`src/rtl/rfc_pkg.sv`:
```
// constants and types for the reciprocal frequency counter
// assumes one timer clock domain and an asynchronous active-low reset
package rfc_pkg;
    // ************************************************************
    // widths
    // ************************************************************
    localparam int RFC_CNT_W = 16;
    localparam int RFC_OVF_W = 16;
    localparam int RFC_CUM_W = 32;
    localparam int RFC_FRQ_W = 32;
    localparam int RFC_QUO_W = 64;
    // ************************************************************
    // timing and arithmetic constants
    // ************************************************************
    localparam int RFC_CORE_HZ = 250_000_000;
    localparam int RFC_REF_HZ = 32768;
    localparam logic [RFC_CUM_W-1:0] RFC_REF_FREQ = 32'h0000_8000;
    localparam logic [RFC_CUM_W-1:0] RFC_THRESHOLD = 32'h0000_0FA0;
    localparam logic [RFC_CNT_W-1:0] RFC_CNT_MAX = 16'hFFFF;
    localparam logic [RFC_CNT_W-1:0] RFC_CNT_ZERO = 16'h0000;
    localparam logic [1:0] RFC_EDGE_FIRST = 2'h2;
    localparam logic [1:0] RFC_EDGE_SECOND = 2'h3;
    // one divider step per quotient bit, last step ends the division
    localparam logic [6:0] RFC_DIV_STEPS = 7'h40;
    localparam logic [6:0] RFC_DIV_LAST = 7'h01;
    // ************************************************************
    // divider states
    // ************************************************************
    typedef enum logic [1:0] {RFC_IDLE, RFC_DIV, RFC_DONE} rfc_state_t;
endpackage : rfc_pkg

```
`src/rtl/rfc_channel.sv`:
```
// one 16-bit timer channel with overflow tally and cumulative capture
// assumes count and capture strobes already on core_clk
`timescale 1ns/1ps
`default_nettype none
module rfc_channel
    import rfc_pkg::*;
(
    // clock and reset
    input wire logic core_clk,
    input wire logic resetn,
    // strobes
    input wire logic count_en,
    input wire logic capture,
    // result
    output logic [RFC_CUM_W-1:0] cum_q
);
    logic [RFC_CNT_W-1:0] cnt_q;
    logic [RFC_OVF_W-1:0] ovf_q;
    logic counter_max_event;

    // the counter wraps to zero; the wrap is the max event
    assign counter_max_event = count_en && (cnt_q == RFC_CNT_MAX);

    // ************************************************************
    // counter and overflow tally
    // ************************************************************
    always_ff @(posedge core_clk or negedge resetn) begin
        if (!resetn) begin
            cnt_q <= RFC_CNT_ZERO;
            ovf_q <= '0;
        end else if (count_en) begin
            cnt_q <= cnt_q + 16'h0001;
            if (counter_max_event) begin
                ovf_q <= ovf_q + 16'h0001;
            end
        end
    end

    // cumulative capture = raw + 65536 * tally, concatenation avoids a wide mul
    always_ff @(posedge core_clk or negedge resetn) begin
        if (!resetn) begin
            cum_q <= '0;
        end else if (capture) begin
            cum_q <= {ovf_q, cnt_q};
        end
    end

    property p_cum_capture;
        @(posedge core_clk) disable iff (!resetn)
        capture |=> cum_q == {$past(ovf_q), $past(cnt_q)};
    endproperty
    a_cum_capture: assert property (p_cum_capture)
        else $error("capture does not match tally and count");

    property p_wrap;
        @(posedge core_clk) disable iff (!resetn)
        counter_max_event |=> cnt_q == RFC_CNT_ZERO
            && ovf_q == $past(ovf_q) + 16'h0001;
    endproperty
    a_wrap: assert property (p_wrap)
        else $error("counter wrap not tallied");
endmodule : rfc_channel
`default_nettype wire

```
`src/rtl/rfc_counter.sv`:
```
// reciprocal frequency counter for the meter timer
// assumes window_comparator_output and ref_clk_in are async pins, and
// that the 32768 Hz reference is far slower than core_clk
//
// How it works
// - three 16-bit channels: period, input, reference
// - input and reference counts captured together
// - second capture event starts the frequency calculation
// - overflows tallied; capture adds 65536 per wrap
// - reference clock is 32768 Hz
// - period value is twice the compare value
// - second and third period edges store captures
// - diff >= 4000 divides by period value
// - diff < 4000 divides by reference difference
`timescale 1ns/1ps
`default_nettype none
module rfc_counter
    import rfc_pkg::*;
(
    // clock and reset
    input wire logic core_clk,
    input wire logic resetn,
    // measurement pins
    input wire logic window_comparator_output,
    input wire logic ref_clk_in,
    // configuration
    input wire logic start,
    input wire logic [RFC_CNT_W-1:0] period_compare_value,
    // results
    output logic compare_capture_event,
    output logic freq_valid,
    output logic [RFC_FRQ_W-1:0] freq_q,
    output logic busy
);
    // ************************************************************
    // input synchronisers and edge detect
    // ************************************************************
    logic [1:0] win_sync_q;
    logic [1:0] ref_sync_q;
    logic win_prev_q;
    logic ref_prev_q;
    logic win_rise;
    logic ref_rise;

    // two flops per pin; only the second flop feeds logic
    always_ff @(posedge core_clk or negedge resetn) begin
        if (!resetn) begin
            win_sync_q <= 2'h0;
            ref_sync_q <= 2'h0;
            win_prev_q <= 1'b0;
            ref_prev_q <= 1'b0;
        end else begin
            win_sync_q <= {win_sync_q[0], window_comparator_output};
            ref_sync_q <= {ref_sync_q[0], ref_clk_in};
            win_prev_q <= win_sync_q[1];
            ref_prev_q <= ref_sync_q[1];
        end
    end

    assign win_rise = win_sync_q[1] && !win_prev_q;
    assign ref_rise = ref_sync_q[1] && !ref_prev_q;

    // ************************************************************
    // channel 0: period generator
    // ************************************************************
    logic [RFC_CNT_W-1:0] per_cnt_q;
    logic per_sig_q;
    logic period_rise;
    logic per_match;
    logic [1:0] edge_cnt_q;
    logic run_q;

    // period counts reference ticks; the signal toggles each match,
    // so one full period spans twice the compare value
    always_ff @(posedge core_clk or negedge resetn) begin
        if (!resetn) begin
            per_cnt_q <= RFC_CNT_ZERO;
            per_sig_q <= 1'b0;
        end else if (!run_q) begin
            per_cnt_q <= RFC_CNT_ZERO;
            per_sig_q <= 1'b0;
        end else if (ref_rise) begin
            if (per_match) begin
                per_cnt_q <= RFC_CNT_ZERO;
                per_sig_q <= !per_sig_q;
            end else begin
                per_cnt_q <= per_cnt_q + 16'h0001;
            end
        end
    end

    // one compare shared by the toggle and the rise detect, so the two
    // can never disagree about which tick ends a half period
    assign per_match = per_cnt_q >= period_compare_value - 16'h0001;
    assign period_rise = run_q && ref_rise && !per_sig_q && per_match;

    // ************************************************************
    // channels 1 and 2: input edges and reference ticks
    // ************************************************************
    logic capture;
    logic [RFC_CUM_W-1:0] in_cum;
    logic [RFC_CUM_W-1:0] ref_cum;

    assign capture = period_rise;

    rfc_channel u_in_chan (
        .core_clk(core_clk),
        .resetn(resetn),
        .count_en(win_rise),
        .capture(capture),
        .cum_q(in_cum)
    );

    // reference is counted at the ref_clk_in rate, assumed to be 32768 Hz
    rfc_channel u_ref_chan (
        .core_clk(core_clk),
        .resetn(resetn),
        .count_en(ref_rise),
        .capture(capture),
        .cum_q(ref_cum)
    );

    // ************************************************************
    // period edge sequencing and stored captures
    // ************************************************************
    logic [RFC_CUM_W-1:0] in1_q;
    logic [RFC_CUM_W-1:0] ref1_q;
    logic [RFC_CUM_W-1:0] in2_q;
    logic [RFC_CUM_W-1:0] ref2_q;
    logic cap_d1_q;
    logic calc_go_q;

    // capture lands one cycle after the edge; store the cycle after
    always_ff @(posedge core_clk or negedge resetn) begin
        if (!resetn) begin
            run_q <= 1'b0;
            edge_cnt_q <= 2'h0;
            cap_d1_q <= 1'b0;
            compare_capture_event <= 1'b0;
            calc_go_q <= 1'b0;
            in1_q <= '0;
            ref1_q <= '0;
            in2_q <= '0;
            ref2_q <= '0;
        end else begin
            cap_d1_q <= capture;
            compare_capture_event <= 1'b0;
            calc_go_q <= 1'b0;
            if (start) begin
                run_q <= 1'b1;
                edge_cnt_q <= RFC_EDGE_FIRST - 2'h1; // start is rise one
            end else if (cap_d1_q && run_q) begin
                if (edge_cnt_q == RFC_EDGE_FIRST - 2'h1) begin
                    in1_q <= in_cum;
                    ref1_q <= ref_cum;
                    edge_cnt_q <= RFC_EDGE_FIRST;
                    compare_capture_event <= 1'b1;
                end else if (edge_cnt_q == RFC_EDGE_FIRST) begin
                    in2_q <= in_cum;
                    ref2_q <= ref_cum;
                    edge_cnt_q <= RFC_EDGE_SECOND;
                    compare_capture_event <= 1'b1;
                    calc_go_q <= 1'b1;
                    run_q <= 1'b0;
                end
            end
        end
    end

    // ************************************************************
    // frequency calculation: restoring divider
    // ************************************************************
    rfc_state_t state_q;
    logic [RFC_QUO_W-1:0] num_q;
    logic [RFC_QUO_W-1:0] rem_q;
    logic [RFC_CUM_W-1:0] den_q;
    logic [6:0] bit_q;
    logic [RFC_CUM_W-1:0] n_diff;
    logic [RFC_CUM_W-1:0] e_diff;
    logic [RFC_CUM_W-1:0] n_r;
    logic [RFC_QUO_W-1:0] rem_sh;

    // wrap-safe differences of cumulative captures
    function automatic logic [RFC_CUM_W-1:0] rfc_diff(
        input logic [RFC_CUM_W-1:0] a,
        input logic [RFC_CUM_W-1:0] b
    );
        rfc_diff = a - b;
    endfunction : rfc_diff

    assign n_diff = rfc_diff(in2_q, in1_q);
    assign e_diff = rfc_diff(ref2_q, ref1_q);
    assign n_r = {15'h0000, period_compare_value, 1'b0};
    assign rem_sh = {rem_q[RFC_QUO_W-2:0], num_q[RFC_QUO_W-1]};

    // iterative division trades latency for area: 64 divide steps, 66 cycles from calc_go_q to result
    always_ff @(posedge core_clk or negedge resetn) begin
        if (!resetn) begin
            state_q <= RFC_IDLE;
            num_q <= '0;
            rem_q <= '0;
            den_q <= '0;
            bit_q <= 7'h00;
            freq_q <= '0;
            freq_valid <= 1'b0;
            busy <= 1'b0;
        end else begin
            freq_valid <= 1'b0;
            case (state_q)
                RFC_IDLE: begin
                    if (calc_go_q) begin
                        num_q <= RFC_REF_FREQ * n_diff;
                        rem_q <= '0;
                        bit_q <= RFC_DIV_STEPS;
                        busy <= 1'b1;
                        state_q <= RFC_DIV;
                        if (n_diff >= RFC_THRESHOLD) begin
                            den_q <= n_r;
                        end else begin
                            den_q <= e_diff;
                        end
                    end
                end
                RFC_DIV: begin
                    num_q <= {num_q[RFC_QUO_W-2:0], 1'b0};
                    if (den_q != '0 && rem_sh >= {32'h0, den_q}) begin
                        rem_q <= rem_sh - {32'h0, den_q};
                        num_q[0] <= 1'b1;
                    end else begin
                        rem_q <= rem_sh;
                    end
                    bit_q <= bit_q - 7'h01;
                    if (bit_q == RFC_DIV_LAST) begin
                        state_q <= RFC_DONE;
                    end
                end
                RFC_DONE: begin
                    freq_q <= num_q[RFC_FRQ_W-1:0];
                    freq_valid <= 1'b1;
                    busy <= 1'b0;
                    state_q <= RFC_IDLE;
                end
                default: state_q <= RFC_IDLE;
            endcase
        end
    end

    property p_calc_start;
        @(posedge core_clk) disable iff (!resetn)
        calc_go_q |=> state_q == RFC_DIV;
    endproperty
    a_calc_start: assert property (p_calc_start)
        else $error("calculation did not start after capture");

    property p_result_bound;
        @(posedge core_clk) disable iff (!resetn)
        calc_go_q |-> ##[60:70] freq_valid;
    endproperty
    a_result_bound: assert property (p_result_bound)
        else $error("result not produced in time");

    property p_den_select_hi;
        @(posedge core_clk) disable iff (!resetn)
        (calc_go_q && n_diff >= RFC_THRESHOLD) |=> den_q == n_r;
    endproperty
    a_den_select_hi: assert property (p_den_select_hi)
        else $error("period denominator not chosen");

    property p_den_select_lo;
        @(posedge core_clk) disable iff (!resetn)
        (calc_go_q && n_diff < RFC_THRESHOLD) |=> den_q == $past(e_diff);
    endproperty
    a_den_select_lo: assert property (p_den_select_lo)
        else $error("reference denominator not chosen");

    property p_second_store;
        @(posedge core_clk) disable iff (!resetn)
        calc_go_q |-> in2_q == $past(in_cum) && ref2_q == $past(ref_cum);
    endproperty
    a_second_store: assert property (p_second_store)
        else $error("second capture pair not stored");

    property p_event_pulse;
        @(posedge core_clk) disable iff (!resetn)
        compare_capture_event |=> !compare_capture_event;
    endproperty
    a_event_pulse: assert property (p_event_pulse)
        else $error("capture event longer than a cycle");
endmodule : rfc_counter
`default_nettype wire

```
`config.mk`:
```
export PLATFORM = sky130hd
export DESIGN_NAME = rfc_counter
export DESIGN_NICKNAME = d
export VERILOG_FILES = /design/src/rtl/rfc_pkg.sv /design/src/rtl/rfc_channel.sv /design/src/rtl/rfc_counter.sv
export SDC_FILE = /design/constraint.sdc
export NUM_CORES = 1
export LEC_CHECK = 0
export BUFFER_PORTS_ARGS = -buffer_cell sky130_fd_sc_hd__buf_4
export CORE_ASPECT_RATIO = 1.2
export CORE_MARGIN = 4
export CORE_UTILIZATION = 30
export CTS_CLUSTER_SIZE = 14
export DETAILED_ROUTE_END_ITERATION = 8
export PLACE_DENSITY = 0.56
export SETUP_SLACK_MARGIN = 0.15
export SYNTH_ARGS = -nofsm -noshare
export SYNTH_HDL_FRONTEND = slang
export SYNTH_SLANG_ARGS = --single-unit
```
`constraint.sdc`:
```
create_clock -name core_clk -period 4.2 [get_ports core_clk]
set_input_delay 0.21 -clock core_clk [delete_from_list [all_inputs] [get_ports core_clk]]
set_output_delay 0.21 -clock core_clk [all_outputs]
set_load 0.01 [all_outputs]
```
==> results.md, run 1 <==
- Status: finished, violations left
- Failing checks: negative setup slack
- Final worst slack: -168 ps
- Post-Synthesis Cells: 2547
- Vias in the first global route: 20100
- WS Path Type: flip-flop to flip-flop
- Max-slew violation count: 0
- CTS tree: done
- Clock root buffer: clkbuf_16
- Peak VDD IR: 0.000292 V
- DRC Markers: 0
- Final WL: 64200 um
- Worst-margin pin slew: 977 ps
- Critical path arrival: 4890 ps
- Power density over the cells: 317 mW/mm^2
- Fin area: 0.0314 mm^2
- Library cells used by synthesis: 87
- Seq/Total Area, Yosys: 46.2%
- Final setup fails: 18
- Min-delay worst type: primary input to flip-flop
- Maxcap violations: 0
- Max_slew headroom: 34.9%
- Yosys warns: 0
- Critical Path Fanout Max: 6
- Die W: 279 um
- Clock-pin slew on the worst setup and hold paths: 70 ps
- Tot GR Track Use: 13.7%
- CP startpoint: in2_q[0]$_DFFE_PN0P_
- Area added between synthesis and finish: 18.9%
- Top_reg_cell synth: dfrtp_1
- HPWL after detailed placement: 45800 um
- RSZ-0062 raised after global routing: true
- Synth Cell Area: 0.0264 mm^2
- Type of origin of the critical path: flip-flop
- Syn_nets: 2691
- Drt wl/cell: 16.4 um
- Fill count: 8767
- Initial antenna violation count: 0
- Routed vias: 19700
- Leakage: 15.1 nW
- Asr flop ratio synth: 100%
- PortBufs: 55
- Initial DRC Count: 1089
- Final Core Density: 36.1%
- Yosys reg bits: 487
- Pin count of the biggest net entering global routing: 114
- Clk_skew: 26.2 ps
- Initial core utilization: 30.4%
- Design Power: 0.00994 W
- Max Freq: 0.229 GHz
- Core region area: 0.0868 mm^2
- R2R Path Start: in2_q[0]$_DFFE_PN0P_
- DIE HEIGHT: 333 um
- Clock Sinks: 487
- Required @ worst endpoint: 4720 ps
- Max clock buf depth: 3
- DR vias/cell: 5.05
- CTS buffer count: 56
- GP Congestion: 0.849
- First-pass GRT wire length: 106000 um
- Crit end category: flip-flop
- Sum Neg Setup Slack: -2240 ps
- Drt pass-1 iters: 6
- # rows: 118
- Hold Fails Final Rpt: 0
- Number of top-level pins: 56
- Die area: 0.0928 mm^2
- Gr ovfl total: 0
- H-tree depth: 2
- Post-layout minimum cycle time: 4370 ps
- Final period util: 104%
- DRT antenna net count: 0
- Layout cells sized above 1: 22.1%
- HP Start: period_compare_value[3]
- Mapped Avg Cell Area: 10.4 um^2
- Placed cell areas: 0.0291 mm^2
- Post-synth EDFFs: 0
- Insertion delay to the later sink of the worst-skew pair: 620 ps
- Diode count: 0
- Nets@finish: 2870
[final timing paths]
check,endpoint,slack [ps],depth (start not counted)
min in group asynchronous,u_ref_chan.ovf_q[0]$_DFFE_PN0P_,160,2
max reg2reg,den_q[27]$_DFFE_PN0P_,-170,15
min reg2reg,ref_sync_q[1]$_DFF_PN0_,350,0
min,den_q[4]$_DFFE_PN0P_,60,4
max in group asynchronous,den_q[5]$_DFFE_PN0P_,2960,3
max,den_q[27]$_DFFE_PN0P_,-170,15
[timing repair]
action                                  in CTS  in global routing
hold endpoints to repair                    89                  0
hold buffers                                18                  0
pin swaps                                    4                  9
endpoints found under the setup margin      32                 63
gates cloned                                 1                  1
resized for setup                           18                 21
buffers inserted                             1                  7
[sequential cells by signal (all words and copies together), names as in the netlist, 32 cells and up]
name	cells
ref2_q	32
rem_q	63
den_q	32
in2_q	32
in1_q	32
u_ref_chan.cum_q	32
num_q	64
ref1_q	32
u_in_chan.cum_q	32
freq_q	32
[critical path, cell delays in order (launching register included)]
cell and delay [ps]:
dfrtp_1 380, inv_2 70, ha_4 130, inv_2 40, fa_2 380, a21o_1 190, a221oi_2 230, buf_4 170
nor4_2 50, or4_4 430, xor2_2 180, a2111oi_2 190, or4b_4 510, or4b_4 550, or4_4 570, o31ai_2 200
[final cells by class]
| class | instances | area [um^2] | share of cell area (%) |
|---|---|---|---|
| Tap cell | 1140 | 1430 | 4.55 |
| Sequential cell | 487 | 12200 | 38.9 |
| Clock inverter | 21 | 170 | 0.543 |
| Clock buffer | 79 | 1630 | 5.19 |
| Inverter | 137 | 514 | 1.64 |
| Multi-Input combinational cell | 1807 | 13500 | 43.0 |
| Timing Repair Buffer | 237 | 1940 | 6.18 |
[per-stage QoR]
stage | hold WS, ps | cells | setup slack [ps]
3_5_place_dp | 237 | 3780 | -396
5_1_grt | 51.6 | 3908 | -329
3_3_place_gp | 233 | 3780 | -401
4_1_cts | 11.2 | 3900 | -238
6_report | 60.1 | 3908 | -168
2_1_floorplan | -85.6 | 2547 | -170
[where the power goes]
| group | total (W) | leakage [nW] | switching, W | internal, W |
|---|---|---|---|---|
| Combinational | 0.000331 | 7.54 | 0.000190 | 0.000141 |
| Clock | 0.00475 | 0.888 | 0.00199 | 0.00275 |
| Sequential | 0.00486 | 6.65 | 0.0000977 | 0.00477 |
| Total | 0.00994 | 15.1 | 0.00228 | 0.00766 |
[synth_stat cells (all sizes together) (20+ instances only)]
master | count | area (um^2)
a22oi | 27 | 203
a211oi | 23 | 173
xor2 | 82 | 718
dfrtp | 487 | 12200
nand2 | 215 | 807
a21o | 53 | 398
mux2 | 225 | 2530
o22ai | 34 | 213
nor2b | 23 | 144
nand2b | 23 | 144
nand3 | 65 | 325
inv | 137 | 514
a21oi | 117 | 589
o21ai | 150 | 751
nor4 | 29 | 181
nor3 | 30 | 155
ha | 120 | 1500
a22o | 34 | 298
xnor2 | 106 | 928
o211ai | 20 | 164
nor2 | 108 | 405
clkbuf | 104 | 390
nand4 | 51 | 319
and3 | 24 | 155
[per-layer routing]
metal,vias up,part of all wire (%),GRT usage [%]
li1,9607,-,-
met1,9745,46,18.1
met2,298,48,23.7
met3,96,3.1,1.61
met4,0,2.5,3.65
met5,-,0,0
[cells by family (layout without fill, tap and decap cells)]
group           count (synthesis)  in the layout  share of synthesized area (%)
compound gates                612            613                           15.7
xor+xnor                      188            188                           6.24
fa+ha+maj                     123            123                           5.92
buf+inv                       255            474                           3.71
flops                         487            487                           46.2
mux                           232            232                           9.87
simple gates                  650            651                           12.4
[cell usage in the layout, fill, tap and decap left out, drive strengths merged, types with 79 or more instances in the layout]
cell type / count
nor2: 108
mux2: 225
o21ai: 150
a21oi: 117
nand2: 215
xnor2: 106
xor2: 82
ha: 120
inv: 139
dfrtp: 487
buf: 219
clkbuf: 79
(Power assumes the default switching activity.)
==> inputs of run 2 (changes only) <==
Settings changed: RECOVER_POWER from default to 25, SLEW_MARGIN from default to 20.
==> run 2 against run 1 <==
Effect of this change: the flow finishes with violations (max-capacitance violations, max-slew violations, negative setup slack); via count fell by 0.21%; global-route usage did not move; setup slack got worse by 10 ps; die area did not move; sequential share of layout area rose by 0.079 points; critical endpoint unchanged; largest power group unchanged; highest routed layer unchanged.
==> results.md, run 2 (synthesis results as in run 1) <==
- DRT antenna net count: 0
- Largest regs: num_q: 64 flops, rem_q: 63 flops
- Required @ worst endpoint: 4720 ps
- Routed vias: 19700
- Clk_skew: 25.1 ps
- Power density over the cells: 318 mW/mm^2
- Insertion delay to the later sink of the worst-skew pair: 620 ps
- Max-slew violation count: 296
- Initial DRC Count: 1094
- Clock-pin slew on the worst setup and hold paths: 70 ps
- PortBufs: 55
- H-tree depth: 2
- Pin count of the biggest net entering global routing: 114
- RSZ-0062 raised after global routing: true
- Initial core utilization: 30.4%
- Peak VDD IR: 0.000295 V
- Type of origin of the critical path: flip-flop
- Fill count: 8775
- Initial antenna violation count: 0
- HPWL after detailed placement: 45800 um
- Vias in the first global route: 20100
- Maxcap violations: 3
- Max Freq: 0.228 GHz
- Drt wl/cell: 16.4 um
- # rows: 118
- Final setup fails: 18
- Slack of the worst reg-to-reg path: -180 ps
- Max_slew headroom: -21.9%
- Number of top-level pins: 56
- Clock root buffer: clkbuf_16
- Clock Sinks: 487
- Area added between synthesis and finish: 18.6%
- Final WL: 64200 um
- Gr ovfl total: 0
- CTS buffer count: 56
- Critical path arrival: 4900 ps
- Fin area: 0.0313 mm^2
- R2R Path Start: in2_q[0]$_DFFE_PN0P_
- Reg2reg path depth: 15
- GP Congestion: 0.849
- Critical Path Fanout Max: 6
- Tot GR Track Use: 13.7%
- Status: finished, violations left
- CP startpoint: in2_q[0]$_DFFE_PN0P_
- DR vias/cell: 5.04
- Core region area: 0.0868 mm^2
- Hold Fails Final Rpt: 0
- Reg-to-reg endpoint: den_q[27]$_DFFE_PN0P_
- Nets@finish: 2870
- Final period util: 104%
- Crit end category: flip-flop
- Die area: 0.0928 mm^2
- Layout cells sized above 1: 22.1%
- DIE HEIGHT: 333 um
- Die W: 279 um
- Final worst slack: -178 ps
- DRC Markers: 0
- Placed cell areas: 0.0291 mm^2
- Number of flip-flops in the largest register: 64
- Design Power: 0.00994 W
- Leakage: 15.0 nW
- Most flop-heavy register: num_q
- Drt pass-1 iters: 5
- CTS tree: done
- Post-layout minimum cycle time: 4380 ps
- Worst-margin pin slew: 1830 ps
- Commonest non-fill, non-tap cell in the layout: dfrtp_1
- Max clock buf depth: 3
- Diode count: 0
- Failing checks: max-capacitance violations, max-slew violations, negative setup slack
- First-pass GRT wire length: 106000 um
- Worst setup endpoint: den_q[27]$_DFFE_PN0P_
- Most frequent cells in the layout: dfrtp_1 (487), mux2_2 (225), nand2_1 (212)
- WS Path Type: flip-flop to flip-flop
- Min-delay worst type: primary input to flip-flop
==> run 2: changes by cell type in the layout (fill, tap and decap cells not counted) <==
cell / previous run / this run
clkbuf_4: 0 / 6
buf_12: 8 / 4
buf_4: 208 / 205
buf_8: 1 / 0
clkbuf_1: 9 / 10
clkbuf_2: 0 / 1
==> run 2: per-layer routing <==
layer,global-route usage [%],wire [um]
met5,0,0
met4,3.65,1620
met1,18.1,29600
met2,23.7,31000
met3,1.61,1880
==> run 2: how the worst min path moves through the flow <==
stage                                  startpoint                              end  slack [ps]  depth (start not counted)
after detailed placement                   resetn  u_ref_chan.ovf_q[0]$_DFFE_PN0P_         240                          1
after global routing      period_compare_value[3]             den_q[4]$_DFFE_PN0P_          50                          4
final                     period_compare_value[3]             den_q[4]$_DFFE_PN0P_          60                          4
after floorplan                            resetn             bit_q[0]$_DFFE_PN0P_         -90                          0
after CTS                 period_compare_value[3]             den_q[4]$_DFFE_PN0P_          10                          4
after global placement                     resetn  u_ref_chan.ovf_q[0]$_DFFE_PN0P_         230                          1
==> run 2: repair_timing <==
| item | in CTS | in global routing |
|---|---|---|
| pin swaps | 4 | 9 |
| setup buffers | 1 | 7 |
| endpoints found under the hold margin | 89 | 0 |
| cloned | 1 | 1 |
| hold buffers | 18 | 0 |
| endpoints found under the setup margin | 32 | 63 |
| gates resized for setup | 18 | 21 |
==> run 2: report_power, final <==
group / internal, W / total (W) / switching, W
clock: 0.00275 / 0.00475 / 0.00200
combinational: 0.000134 / 0.000323 / 0.000189
sequential: 0.00477 / 0.00486 / 0.0000982
==> run 2: final cells by class <==
cell class / count / area (um^2) / share of cell area (%)
well taps: 1140 / 1430 / 4.56
repair buffers: 237 / 1880 / 5.99
inverters: 137 / 514 / 1.64
multi-input cells: 1807 / 13500 / 43.1
clock inverters: 21 / 170 / 0.544
flip-flops and latches: 487 / 12200 / 38.9
clock buffers: 79 / 1630 / 5.20
==> run 2: worst max-delay path, cell delays in order (launching register included) <==
cell and delay (ps):
dfrtp_1 380, inv_2 80, ha_4 130, inv_2 40, fa_2 380, a21o_1 190
a221oi_2 220, buf_4 170, nor4_2 50, or4_4 430, xor2_2 180, a2111oi_2 190
or4b_4 510, or4b_4 560, or4_4 570, o31ai_2 200
==> run 2: stage by stage <==
step | hold slack [ps] | utilization (%) | instances | worst slack (ps) | setup TNS [ps]
finish | 61.4 | 36.0 | 3908 | -178 | -2450
global route | 51.6 | 36.0 | 3908 | -329 | -5250
CTS | 11.2 | 35.9 | 3900 | -238 | -3640
detailed placement | 237 | 33.5 | 3780 | -396 | -6180
global placement | 233 | 33.5 | 3780 | -401 | -6110
floorplan | -85.6 | - | 2547 | -170 | -1690
